==> src/hw/exec_state_pkg.sv <==
/*
  Constants, state type and packing helpers for the execution-state unit:
  field positions and reset values of the combined status word.
  Assumes a single core clock domain; no bus, fields travel on plain ports.
*/
package exec_state_pkg;

  // ==========================================================================
  // Field positions of the combined status word
  localparam int PSR_W = 32;
  localparam int SAT_BIT = 27;
  localparam int ST_HI_MSB = 26;
  localparam int ST_HI_LSB = 25;
  localparam int TBIT_POS = 24;
  localparam int RSV_HI_MSB = 23;
  localparam int RSV_HI_LSB = 16;
  localparam int ST_LO_MSB = 15;
  localparam int ST_LO_LSB = 10;
  localparam int REG_MSB = 15;
  localparam int REG_LSB = 12;
  localparam int RSV_LO_MSB = 9;
  localparam int RSV_LO_LSB = 6;

  // ==========================================================================
  // Reset values and fixed encodings
  localparam logic [7:0] ST_CLEAR = 8'h00;
  localparam logic TBIT_RST = 1'b1;
  localparam logic SAT_RST = 1'b0;
  localparam logic [3:0] REG_NONE = 4'h0;
  localparam logic [3:0] MASK_NONE = 4'h0;
  localparam logic [2:0] LAST_SLOT = 3'h0;
  localparam logic [2:0] CNT_ZERO = 3'h0;
  localparam logic [2:0] BLOCK_MAX = 3'h4;
  localparam logic [31:0] WORD_ZERO = 32'h0000_0000;

  typedef enum logic [1:0] {EX_IDLE, EX_COND, EX_XFER} ex_mode_t;

  // ==========================================================================
  // Packing of the 8-bit state into the split fields
  // st[7:2] sits at word bits 15:10, st[1:0] at word bits 26:25
  function automatic logic [31:0] pack_psr(input logic q,
                                           input logic t,
                                           input logic [7:0] st);
    logic [31:0] w;
    w = WORD_ZERO;
    w[SAT_BIT] = q;
    w[TBIT_POS] = t;
    w[ST_HI_MSB:ST_HI_LSB] = st[1:0];
    w[ST_LO_MSB:ST_LO_LSB] = st[7:2];
    return w;
  endfunction : pack_psr

  function automatic logic [7:0] st_of_psr(input logic [31:0] w);
    return {w[ST_LO_MSB:ST_LO_LSB], w[ST_HI_MSB:ST_HI_LSB]};
  endfunction : st_of_psr

  // Transfer state: register number in the top nibble, the rest zero
  function automatic logic [7:0] xfer_state(input logic [3:0] reg_num);
    return {reg_num, MASK_NONE};
  endfunction : xfer_state

  // Step the block state past one instruction
  function automatic logic [7:0] cond_advance(input logic [7:0] st);
    if (st[2:0] == LAST_SLOT) begin
      return ST_CLEAR;
    end
    return {st[7:5], st[3:0], 1'b0};
  endfunction : cond_advance

endpackage : exec_state_pkg

==> src/hw/cond_check.sv <==
/*
  Condition evaluator for instructions inside a conditional block.
  Purely combinational; flags come from logic on the same clock.
*/
`timescale 1ns/1ps
module cond_check (
  // Condition code, low bit inverts the base test
  input wire logic [3:0] cond_i,
  // Flags N, Z, C, V
  input wire logic [3:0] nzcv_i,
  // Result
  output logic pass_o
);

  logic n;
  logic z;
  logic c;
  logic v;
  logic base;

  assign n = nzcv_i[3];
  assign z = nzcv_i[2];
  assign c = nzcv_i[1];
  assign v = nzcv_i[0];

  always_comb begin
    unique case (cond_i[3:1])
      3'h0: base = z;
      3'h1: base = c;
      3'h2: base = n;
      3'h3: base = v;
      3'h4: base = c & ~z;
      3'h5: base = (n == v);
      3'h6: base = (n == v) & ~z;
      3'h7: base = 1'b1;
    endcase
  end

  // Odd codes are the inverse of their even base, except always
  assign pass_o = (cond_i == 4'hF) ? 1'b1 : (base ^ cond_i[0]);

endmodule : cond_check

==> src/hw/exec_state_unit.sv <==
/*
  Execution-state part of the combined status word: instruction-set state
  bit, split transfer / conditional-block state, saturation flag.
  Assumes the core drives all event inputs on clk_i, one cycle each, and
  stacks psr_o on the cycle it raises vector_load_i.
*/
`timescale 1ns/1ps
// How it works
// - Read-only split state field at bits 26:25 and 15:10.
// - Transfer state keeps bits 26:25 at zero.
// - Suspended transfer records next register number in bits 15:12.
// - Return resumes transfer at register held in bits 15:12.
// - Up to four instructions after block start are conditional.
// - Block conditions are the base condition or its inverse.
// - State bit 24 is read-only and resets to one.
// - Exchange branches and program-counter pops load bit 24 from target.
// - Exception return restores bit 24 from the stacked word.
// - Exception entry or reset loads bit 24 from vector bit 0.
// - Executing with bit 24 clear raises fault or lockup.
// - Execution fields meaningful only in combined or execution view.
// - Software move reads return zero there; writes are ignored.
// - Saturation flag at bit 27 sets on overflow and sticks.
module exec_state_unit (
  // Clock and reset
  input wire logic clk_i,
  input wire logic resetn_i,
  // Exception entry, reset vector and return
  input wire logic vector_load_i,
  input wire logic vector_bit0_i,
  input wire logic exc_return_i,
  input wire logic ret_is_xfer_i,
  input wire logic [31:0] stacked_psr_i,
  // Branches that may change the state bit
  input wire logic branch_i,
  input wire logic branch_target0_i,
  // Conditional block
  input wire logic cb_start_i,
  input wire logic [7:0] cb_state_i,
  input wire logic instr_exec_i,
  input wire logic in_handler_i,
  input wire logic [3:0] nzcv_i,
  // Multi-register transfer
  input wire logic mt_suspend_i,
  input wire logic [3:0] mt_next_reg_i,
  input wire logic mt_done_i,
  // Saturation and software access
  input wire logic sat_event_i,
  input wire logic sw_wr_i,
  input wire logic sw_wr_app_i,
  input wire logic [31:0] sw_wr_data_i,
  input wire logic sw_rd_i,
  input wire logic sw_rd_app_i,
  // Status word and results
  output logic [31:0] psr_o,
  output logic [31:0] sw_rd_data_o,
  output logic in_block_o,
  output logic skip_o,
  output logic resume_o,
  output logic [3:0] resume_reg_o,
  output logic fault_o,
  output logic lockup_o
);

  // ==========================================================================
  // Reset release
  logic [1:0] rst_sync_ff;
  logic rstn;

  always_ff @(posedge clk_i or negedge resetn_i) begin
    if (!resetn_i) begin
      rst_sync_ff <= 2'h0;
    end else begin
      rst_sync_ff <= {rst_sync_ff[0], 1'b1};
    end
  end

  assign rstn = rst_sync_ff[1];

  // ==========================================================================
  // Execution state machine
  exec_state_pkg::ex_mode_t mode_ff, nxt_mode;
  logic [7:0] st_ff, nxt_st, st_step, st_ret;
  logic skip_ff, nxt_skip, resume_ff, nxt_resume;
  logic in_block_ff, nxt_in_block, cond_pass;
  logic [3:0] resume_reg_ff, nxt_resume_reg;

  cond_check u_cond (
    .cond_i(st_ff[7:4]),
    .nzcv_i(nzcv_i),
    .pass_o(cond_pass)
  );

  assign st_step = exec_state_pkg::cond_advance(st_ff);
  assign st_ret = exec_state_pkg::st_of_psr(stacked_psr_i);

  always_comb begin
    nxt_mode = mode_ff;
    nxt_st = st_ff;
    nxt_skip = 1'b0;
    nxt_resume = 1'b0;
    nxt_resume_reg = resume_reg_ff;
    if (vector_load_i) begin
      nxt_mode = exec_state_pkg::EX_IDLE;
      nxt_st = exec_state_pkg::ST_CLEAR;
    end else if (exc_return_i) begin
      if (ret_is_xfer_i) begin
        nxt_mode = exec_state_pkg::EX_XFER;
        nxt_st = exec_state_pkg::xfer_state(
          stacked_psr_i[exec_state_pkg::REG_MSB:exec_state_pkg::REG_LSB]);
        nxt_resume = 1'b1;
        nxt_resume_reg =
          stacked_psr_i[exec_state_pkg::REG_MSB:exec_state_pkg::REG_LSB];
      end else begin
        nxt_st = st_ret;
        nxt_mode = (st_ret == exec_state_pkg::ST_CLEAR) ?
                   exec_state_pkg::EX_IDLE : exec_state_pkg::EX_COND;
      end
    end else if (mt_suspend_i) begin
      nxt_mode = exec_state_pkg::EX_XFER;
      nxt_st = exec_state_pkg::xfer_state(mt_next_reg_i);
    end else begin
      unique case (mode_ff)
        exec_state_pkg::EX_IDLE: begin
          if (cb_start_i && cb_state_i[3:0] != exec_state_pkg::MASK_NONE) begin
            nxt_mode = exec_state_pkg::EX_COND;
            nxt_st = cb_state_i;
          end
        end
        exec_state_pkg::EX_COND: begin
          if (instr_exec_i) begin
            nxt_skip = ~cond_pass;
            nxt_st = st_step;
            if (st_step == exec_state_pkg::ST_CLEAR) begin
              nxt_mode = exec_state_pkg::EX_IDLE;
            end
          end
        end
        exec_state_pkg::EX_XFER: begin
          if (mt_done_i) begin
            nxt_mode = exec_state_pkg::EX_IDLE;
            nxt_st = exec_state_pkg::ST_CLEAR;
          end
        end
        default: begin
          nxt_mode = exec_state_pkg::EX_IDLE;
          nxt_st = exec_state_pkg::ST_CLEAR;
        end
      endcase
    end
    nxt_in_block = (nxt_mode == exec_state_pkg::EX_COND);
  end

  always_ff @(posedge clk_i or negedge rstn) begin
    if (!rstn) begin
      mode_ff <= exec_state_pkg::EX_IDLE;
      st_ff <= exec_state_pkg::ST_CLEAR;
      skip_ff <= 1'b0;
      resume_ff <= 1'b0;
      resume_reg_ff <= exec_state_pkg::REG_NONE;
      in_block_ff <= 1'b0;
    end else begin
      mode_ff <= nxt_mode;
      st_ff <= nxt_st;
      skip_ff <= nxt_skip;
      resume_ff <= nxt_resume;
      resume_reg_ff <= nxt_resume_reg;
      in_block_ff <= nxt_in_block;
    end
  end

  // ==========================================================================
  // State bit, saturation flag, faults
  logic tbit_ff, nxt_tbit, q_ff, nxt_q;
  logic fault_ff, nxt_fault, lockup_ff, nxt_lockup;

  always_comb begin
    nxt_tbit = tbit_ff;
    if (vector_load_i) begin
      nxt_tbit = vector_bit0_i;
    end else if (exc_return_i) begin
      nxt_tbit = stacked_psr_i[exec_state_pkg::TBIT_POS];
    end else if (branch_i) begin
      nxt_tbit = branch_target0_i;
    end
    // software clears by writing the flags view
    nxt_q = q_ff;
    if (sw_wr_i && sw_wr_app_i) begin
      nxt_q = sw_wr_data_i[exec_state_pkg::SAT_BIT];
    end
    if (sat_event_i) begin
      nxt_q = 1'b1;
    end
    // fault, plus sticky lockup when already handling
    nxt_fault = instr_exec_i & ~tbit_ff;
    nxt_lockup = lockup_ff | (nxt_fault & in_handler_i);
  end

  always_ff @(posedge clk_i or negedge rstn) begin
    if (!rstn) begin
      tbit_ff <= exec_state_pkg::TBIT_RST;
      q_ff <= exec_state_pkg::SAT_RST;
      fault_ff <= 1'b0;
      lockup_ff <= 1'b0;
    end else begin
      tbit_ff <= nxt_tbit;
      q_ff <= nxt_q;
      fault_ff <= nxt_fault;
      lockup_ff <= nxt_lockup;
    end
  end

  // ==========================================================================
  // Status word and software read view
  logic [31:0] psr_ff, nxt_psr, rd_ff, nxt_rd;

  always_comb begin
    // read-only split field, reserved at zero
    nxt_psr = exec_state_pkg::pack_psr(nxt_q, nxt_tbit, nxt_st);
    // execution bits read as zero to software
    // only the saturation flag shows here
    nxt_rd = rd_ff;
    if (sw_rd_i) begin
      nxt_rd = exec_state_pkg::WORD_ZERO;
      nxt_rd[exec_state_pkg::SAT_BIT] = sw_rd_app_i & q_ff;
    end
  end

  always_ff @(posedge clk_i or negedge rstn) begin
    if (!rstn) begin
      psr_ff <= exec_state_pkg::pack_psr(exec_state_pkg::SAT_RST,
                                         exec_state_pkg::TBIT_RST,
                                         exec_state_pkg::ST_CLEAR);
      rd_ff <= exec_state_pkg::WORD_ZERO;
    end else begin
      psr_ff <= nxt_psr;
      rd_ff <= nxt_rd;
    end
  end

  assign psr_o = psr_ff;
  assign sw_rd_data_o = rd_ff;
  assign in_block_o = in_block_ff;
  assign skip_o = skip_ff;
  assign resume_o = resume_ff;
  assign resume_reg_o = resume_reg_ff;
  assign fault_o = fault_ff;
  assign lockup_o = lockup_ff;

  // ==========================================================================
  // Checks
  logic [2:0] blk_cnt_ff;
  logic higher;

  assign higher = vector_load_i | exc_return_i | mt_suspend_i;
  always_ff @(posedge clk_i or negedge rstn) begin
    if (!rstn) begin
      blk_cnt_ff <= exec_state_pkg::CNT_ZERO;
    end else if (mode_ff != exec_state_pkg::EX_COND || higher) begin
      blk_cnt_ff <= exec_state_pkg::CNT_ZERO;
    end else if (instr_exec_i) begin
      blk_cnt_ff <= blk_cnt_ff + 3'h1;
    end
  end
endmodule : exec_state_unit

==> config.mk <==
export PLATFORM = sky130hd
export DESIGN_NAME = exec_state_unit
export DESIGN_NICKNAME = d
export VERILOG_FILES = /design/src/hw/exec_state_pkg.sv /design/src/hw/cond_check.sv /design/src/hw/exec_state_unit.sv
export SDC_FILE = /design/constraint.sdc
export NUM_CORES = 1
export LEC_CHECK = 0
export BUFFER_PORTS_ARGS = -buffer_cell sky130_fd_sc_hd__buf_2
export CELL_PAD_IN_SITES_DETAIL_PLACEMENT = 1
export CELL_PAD_IN_SITES_GLOBAL_PLACEMENT = 1
export CORE_MARGIN = 3
export CORE_UTILIZATION = 26
export DETAILED_ROUTE_END_ITERATION = 10
export PLACE_DENSITY_LB_ADDON = 0.1
export RECOVER_POWER = 25
export SLEW_MARGIN = 20
export SYNTH_ARGS = -nofsm -noshare
export SYNTH_HDL_FRONTEND = slang
export SYNTH_HIERARCHICAL = 1
export SYNTH_SLANG_ARGS = --single-unit
==> constraint.sdc <==
create_clock -name clk_i -period 1.26 [get_ports clk_i]
set_clock_uncertainty 0.05 [all_clocks]
set_input_delay 0.063 -clock clk_i [delete_from_list [all_inputs] [get_ports clk_i]]
set_output_delay 0.063 -clock clk_i [all_outputs]
set_load 0.02 [all_outputs]
==> flow_results.xml <==
<?xml version="1.0" encoding="UTF-8"?>
<metrics>
  <group name="status">
    <metric name="outcome" unit="">complete, but fails checks</metric>
    <metric name="violated_checks" unit="">negative setup slack</metric>
  </group>
  <group name="cts">
    <metric name="clk_pin_slew" unit="ps">100</metric>
    <metric name="cts_tree" unit="">built</metric>
    <metric name="clk_latency" unit="ps">280</metric>
    <metric name="cts_buffers" unit="">3</metric>
    <metric name="htree_num_levels" unit="">1</metric>
    <metric name="cts_max_path_buffers" unit="">2</metric>
    <metric name="cts_num_sinks" unit="">24</metric>
    <metric name="clock-root-buffer" unit="">sky130_fd_sc_hd__clkbuf_8</metric>
  </group>
  <group name="critical_path">
    <metric name="crit_arrival" unit="ps">1680</metric>
    <metric name="critPathKind" unit="">reg2reg</metric>
    <metric name="worst_path_max_delay_cell" unit="">sky130_fd_sc_hd__or4b_1</metric>
    <metric name="cp_cell_sequence" unit="">or4b_1 &gt; o211ai_2 &gt; o41a_2 &gt; o211ai_2 &gt; nor3_2</metric>
    <metric name="critical_path.endpoint_type" unit="">flop</metric>
    <metric name="crit_path_max_incr_delay" unit="ps">520</metric>
    <metric name="cp.required" unit="ps">1420</metric>
    <metric name="crit_path_frequent_cell" unit="">sky130_fd_sc_hd__o211ai_2</metric>
    <metric name="crit_path_max_fanout" unit="">6</metric>
    <metric name="crit_path_start_kind" unit="">flop</metric>
  </group>
  <group name="die">
    <metric name="die_width" unit="um">89.1</metric>
    <metric name="dieArea" unit="um2">7940</metric>
    <metric name="die_h" unit="um">89.1</metric>
    <metric name="number_of_top_level_pins" unit="">171</metric>
    <metric name="std_cell_rows" unit="">29</metric>
    <metric name="coreArea" unit="um2">6530</metric>
    <metric name="initial_core_util" unit="%">27.5</metric>
  </group>
  <group name="placed_design">
    <metric name="routabilityCongestion" unit="">0.719</metric>
    <metric name="numPortBuffers" unit="">63</metric>
    <metric name="post-place-cells" unit="">363</metric>
    <metric name="place_hpwl" unit="um">4270</metric>
    <metric name="place_worst_setup_slack" unit="ps">-290</metric>
  </group>
  <group name="synth">
    <metric name="post-synth-top-area-cell" unit="">sky130_fd_sc_hd__dfrtp_1</metric>
    <metric name="netlist_top_cells_area" unit="">sky130_fd_sc_hd__dfrtp_1 (32%), sky130_fd_sc_hd__buf_4 (23%), sky130_fd_sc_hd__nand2_1 (3.1%)</metric>
    <metric name="yosys_warnings" unit="">6</metric>
    <metric name="yosys_register_bits" unit="">24</metric>
    <metric name="synth_enable_flop_cells" unit="">0</metric>
    <metric name="syn_area" unit="um2">1800</metric>
    <metric name="register_area_share_after_synthesis" unit="%">33.5</metric>
    <metric name="post-synth-top-count-cell" unit="">sky130_fd_sc_hd__buf_4</metric>
    <metric name="ys_dominant_reg_cell" unit="">sky130_fd_sc_hd__dfrtp_1</metric>
    <metric name="synth.avg_cell_area" unit="um2">9.03</metric>
    <metric name="synthesis.instances" unit="">199</metric>
    <metric name="yosys.area.top_type_share" unit="%">32.0</metric>
    <metric name="synth.lib_cells_used.distinct" unit="">45</metric>
    <metric name="synth.top_cells.by_count" unit="">sky130_fd_sc_hd__buf_4 (55), sky130_fd_sc_hd__dfrtp_1 (23), sky130_fd_sc_hd__nand2_1 (15), sky130_fd_sc_hd__o21ai_0 (9)</metric>
    <metric name="postSynth.asyncResetShare" unit="%">100</metric>
  </group>
  <group name="timing">
    <metric name="final-setup-viol-count" unit="">11</metric>
    <metric name="min_period" unit="ps">1520</metric>
    <metric name="layout_worst_path_cycle_share" unit="%">121</metric>
    <metric name="grt_setup_unrepaired" unit="">yes</metric>
    <metric name="maxClockFrequency" unit="MHz">656</metric>
    <metric name="postLayoutSetupSlackWorst" unit="ps">-265</metric>
    <metric name="max-slew-margin-rel" unit="%">59.7</metric>
    <metric name="timing_max_transition_violations_final" unit="">0</metric>
    <metric name="fin_setup_tns" unit="ps">-1120</metric>
    <metric name="worst_pin_slew" unit="ps">604</metric>
    <metric name="finalHoldViolations" unit="">0</metric>
  </group>
  <group name="final_layout">
    <metric name="instances_no_fill" unit="">390</metric>
    <metric name="layout.nets" unit="">412</metric>
    <metric name="post_route_cells_drive_above_1_share" unit="%">44.4</metric>
    <metric name="synthToLayoutAreaGrowth" unit="%">45.6</metric>
    <metric name="number_of_diodes_added_for_antenna_fixing" unit="">0</metric>
  </group>
  <group name="detailed_routing">
    <metric name="drc_errors" unit="">0</metric>
    <metric name="drt.antenna.violating_nets" unit="">0</metric>
    <metric name="drt-wirelength-per-cell" unit="um">13.9</metric>
    <metric name="finalWirelength" unit="um">5420</metric>
    <metric name="vias" unit="">1699</metric>
    <metric name="viasPerCell" unit="">4.36</metric>
    <metric name="drt-pass1-iter-count" unit="">4</metric>
    <metric name="detailedRoute.firstIterationViolations" unit="">90</metric>
  </group>
  <group name="global_route">
    <metric name="grt_usage" unit="%">13.3</metric>
    <metric name="residual_overflow_from_global_routing" unit="">0</metric>
    <metric name="first_pass_grt_wire_length" unit="um">8200</metric>
    <metric name="grt_antenna_before_repair" unit="">0</metric>
    <metric name="grt_start_max_net_pins" unit="">23</metric>
    <metric name="grt_pass1_vias" unit="">1637</metric>
  </group>
  <group name="pwr">
    <metric name="seq_power_share" unit="%">36.3</metric>
    <metric name="netSwitchingPower" unit="W">0.000808</metric>
    <metric name="power.switching_fraction" unit="%">33.5</metric>
    <metric name="power.clock.fraction" unit="%">29.7</metric>
    <metric name="total_power_divided_by_cell_area" unit="nW/um2">922</metric>
    <metric name="vdd_ir_drop_max" unit="mV">0.358</metric>
    <metric name="leakagePower" unit="nW">1.30</metric>
    <metric name="pwr-share-comb" unit="%">33.9</metric>
    <metric name="internal-power" unit="W">0.00160</metric>
  </group>
  <group name="run">
    <metric name="cap_viol_max_count" unit="">0</metric>
  </group>
  <group name="min_path">
    <metric name="worst_min_delay_path_class" unit="">in2reg</metric>
  </group>
</metrics>
## path summary, 6_finish.rpt
path / from / endpoint / slack, ps / depth (start not counted)
setup reg to reg: st_ff[5]$_DFF_PN0_ / skip_o$_DFF_PN0_ / -260 / 5
hold / removal: stacked_psr_i[15] / resume_reg_o[3]$_DFFE_PN0P_ / 20 / 2
min in group asynchronous: resetn_i / rst_sync_ff[0]$_DFF_PN0_ / 40 / 2
max in group asynchronous: rst_sync_ff[1]$_DFF_PN0_ / st_ff[0]$_DFF_PN0_ / 440 / 1
hold reg to reg: rst_sync_ff[1]$_DFF_PN0_ / resume_reg_o[3]$_DFFE_PN0P_ / 280 / 1
setup / recovery: st_ff[5]$_DFF_PN0_ / skip_o$_DFF_PN0_ / -260 / 5
## state kept, by name, indices dropped and copies added (netlist names)
register / count
resume_reg_o: 4
mode_ff: 2
skip_o: 1
st_ff: 7
resume_o: 1
rst_sync_ff: 2
fault_o: 1
lockup_o: 1
psr_o: 3
sw_rd_data_o: 1
in_block_o: 1
## metal layers
| metal | up-vias | routed length [um] | track usage [%] |
|---|---|---|---|
| met5 | - | 0 | 0 |
| met1 | 807 | 2290 | 17.1 |
| li1 | 827 | - | - |
| met2 | 61 | 2780 | 23.9 |
| met3 | 4 | 316 | 1.84 |
| met4 | 0 | 29 | 2.44 |
## cells in the final DEF (no fill, tap or decap), types with 3 or more instances in the layout
cell type                       Yosys  routed
sky130_fd_sc_hd__buf_6              1       7
sky130_fd_sc_hd__a21oi_1            8       6
sky130_fd_sc_hd__dfrtp_2            0       6
sky130_fd_sc_hd__inv_1              7       7
sky130_fd_sc_hd__conb_1             2      54
sky130_fd_sc_hd__a21oi_2            4       4
sky130_fd_sc_hd__nor4_1             3       3
sky130_fd_sc_hd__dfrtp_1           23      17
sky130_fd_sc_hd__buf_4             55      32
sky130_fd_sc_hd__nor2_1             4       4
sky130_fd_sc_hd__a221o_1            5       5
sky130_fd_sc_hd__clkbuf_8           0       3
sky130_fd_sc_hd__nand3_1            5       5
sky130_fd_sc_hd__nor2b_1            8       7
sky130_fd_sc_hd__o21ai_2            1       3
sky130_fd_sc_hd__o21ai_0            9       6
sky130_fd_sc_hd__nand3b_1           3       3
sky130_fd_sc_hd__nand2_1           15      15
sky130_fd_sc_hd__buf_2              1      61
sky130_fd_sc_hd__dlygate4sd3_1      0      16
sky130_fd_sc_hd__a31oi_1            3       3
## area by class of cell
type	instances	area, um2
fill	787	3920
multi-input combinational	160	1020
timing repair buffer	118	793
sequential	24	609
tap	77	96.3
clock buffer	3	41.3
clock inverter	1	30.0
inverter	7	26.3
## kinds of logic after synthesis
group | after synthesis | share of synthesized area (%)
flip-flops | 24 | 33.5
other | 2 | 0.418
AO/OA/AOI/OAI | 49 | 21.0
XOR/XNOR | 1 | 0.488
buffers and inverters | 67 | 26.0
AND/OR/NAND/NOR | 52 | 16.2
multiplexers | 4 | 2.44
## critical path: cells and delay by family, from the launching register on
| family | cells | cell delay (ps) |
|---|---|---|
| simple gates | 2 | 620 |
| flops | 1 | 450 |
| compound gates | 3 | 330 |
## per-stage QoR
step	utilization (%)	hold slack, ps	total power (W)	instance area (um2)
floorplan	-	-283	0.00144	2020
global placement	34.1	-201	0.00159	2220
detailed placement	34.1	-199	0.00160	2220
CTS	39.7	9.74	0.00243	2590
global route	40.1	15.2	0.00256	2620
finish	40.1	17.5	0.00241	2620
## power groups by stage
stage | registers (W) | clock network, W | logic, W
6_report | 0.000876 | 0.000718 | 0.000819
5_1_grt | 0.000887 | 0.000781 | 0.000894
4_1_cts | 0.000877 | 0.000744 | 0.000810
3_5_place_dp | 0.000888 | 0 | 0.000710
3_3_place_gp | 0.000885 | 0 | 0.000705
2_1_floorplan | 0.000959 | 0 | 0.000481
## timing repair
item	CTS	global route
hold endpoints to repair	13	0
setup buffers	6	2
hold buffers	16	0
pin swaps	7	3
setup endpoints to repair	12	12
resized for setup	22	5
gates cloned	0	0
(Power assumes the default switching activity.)
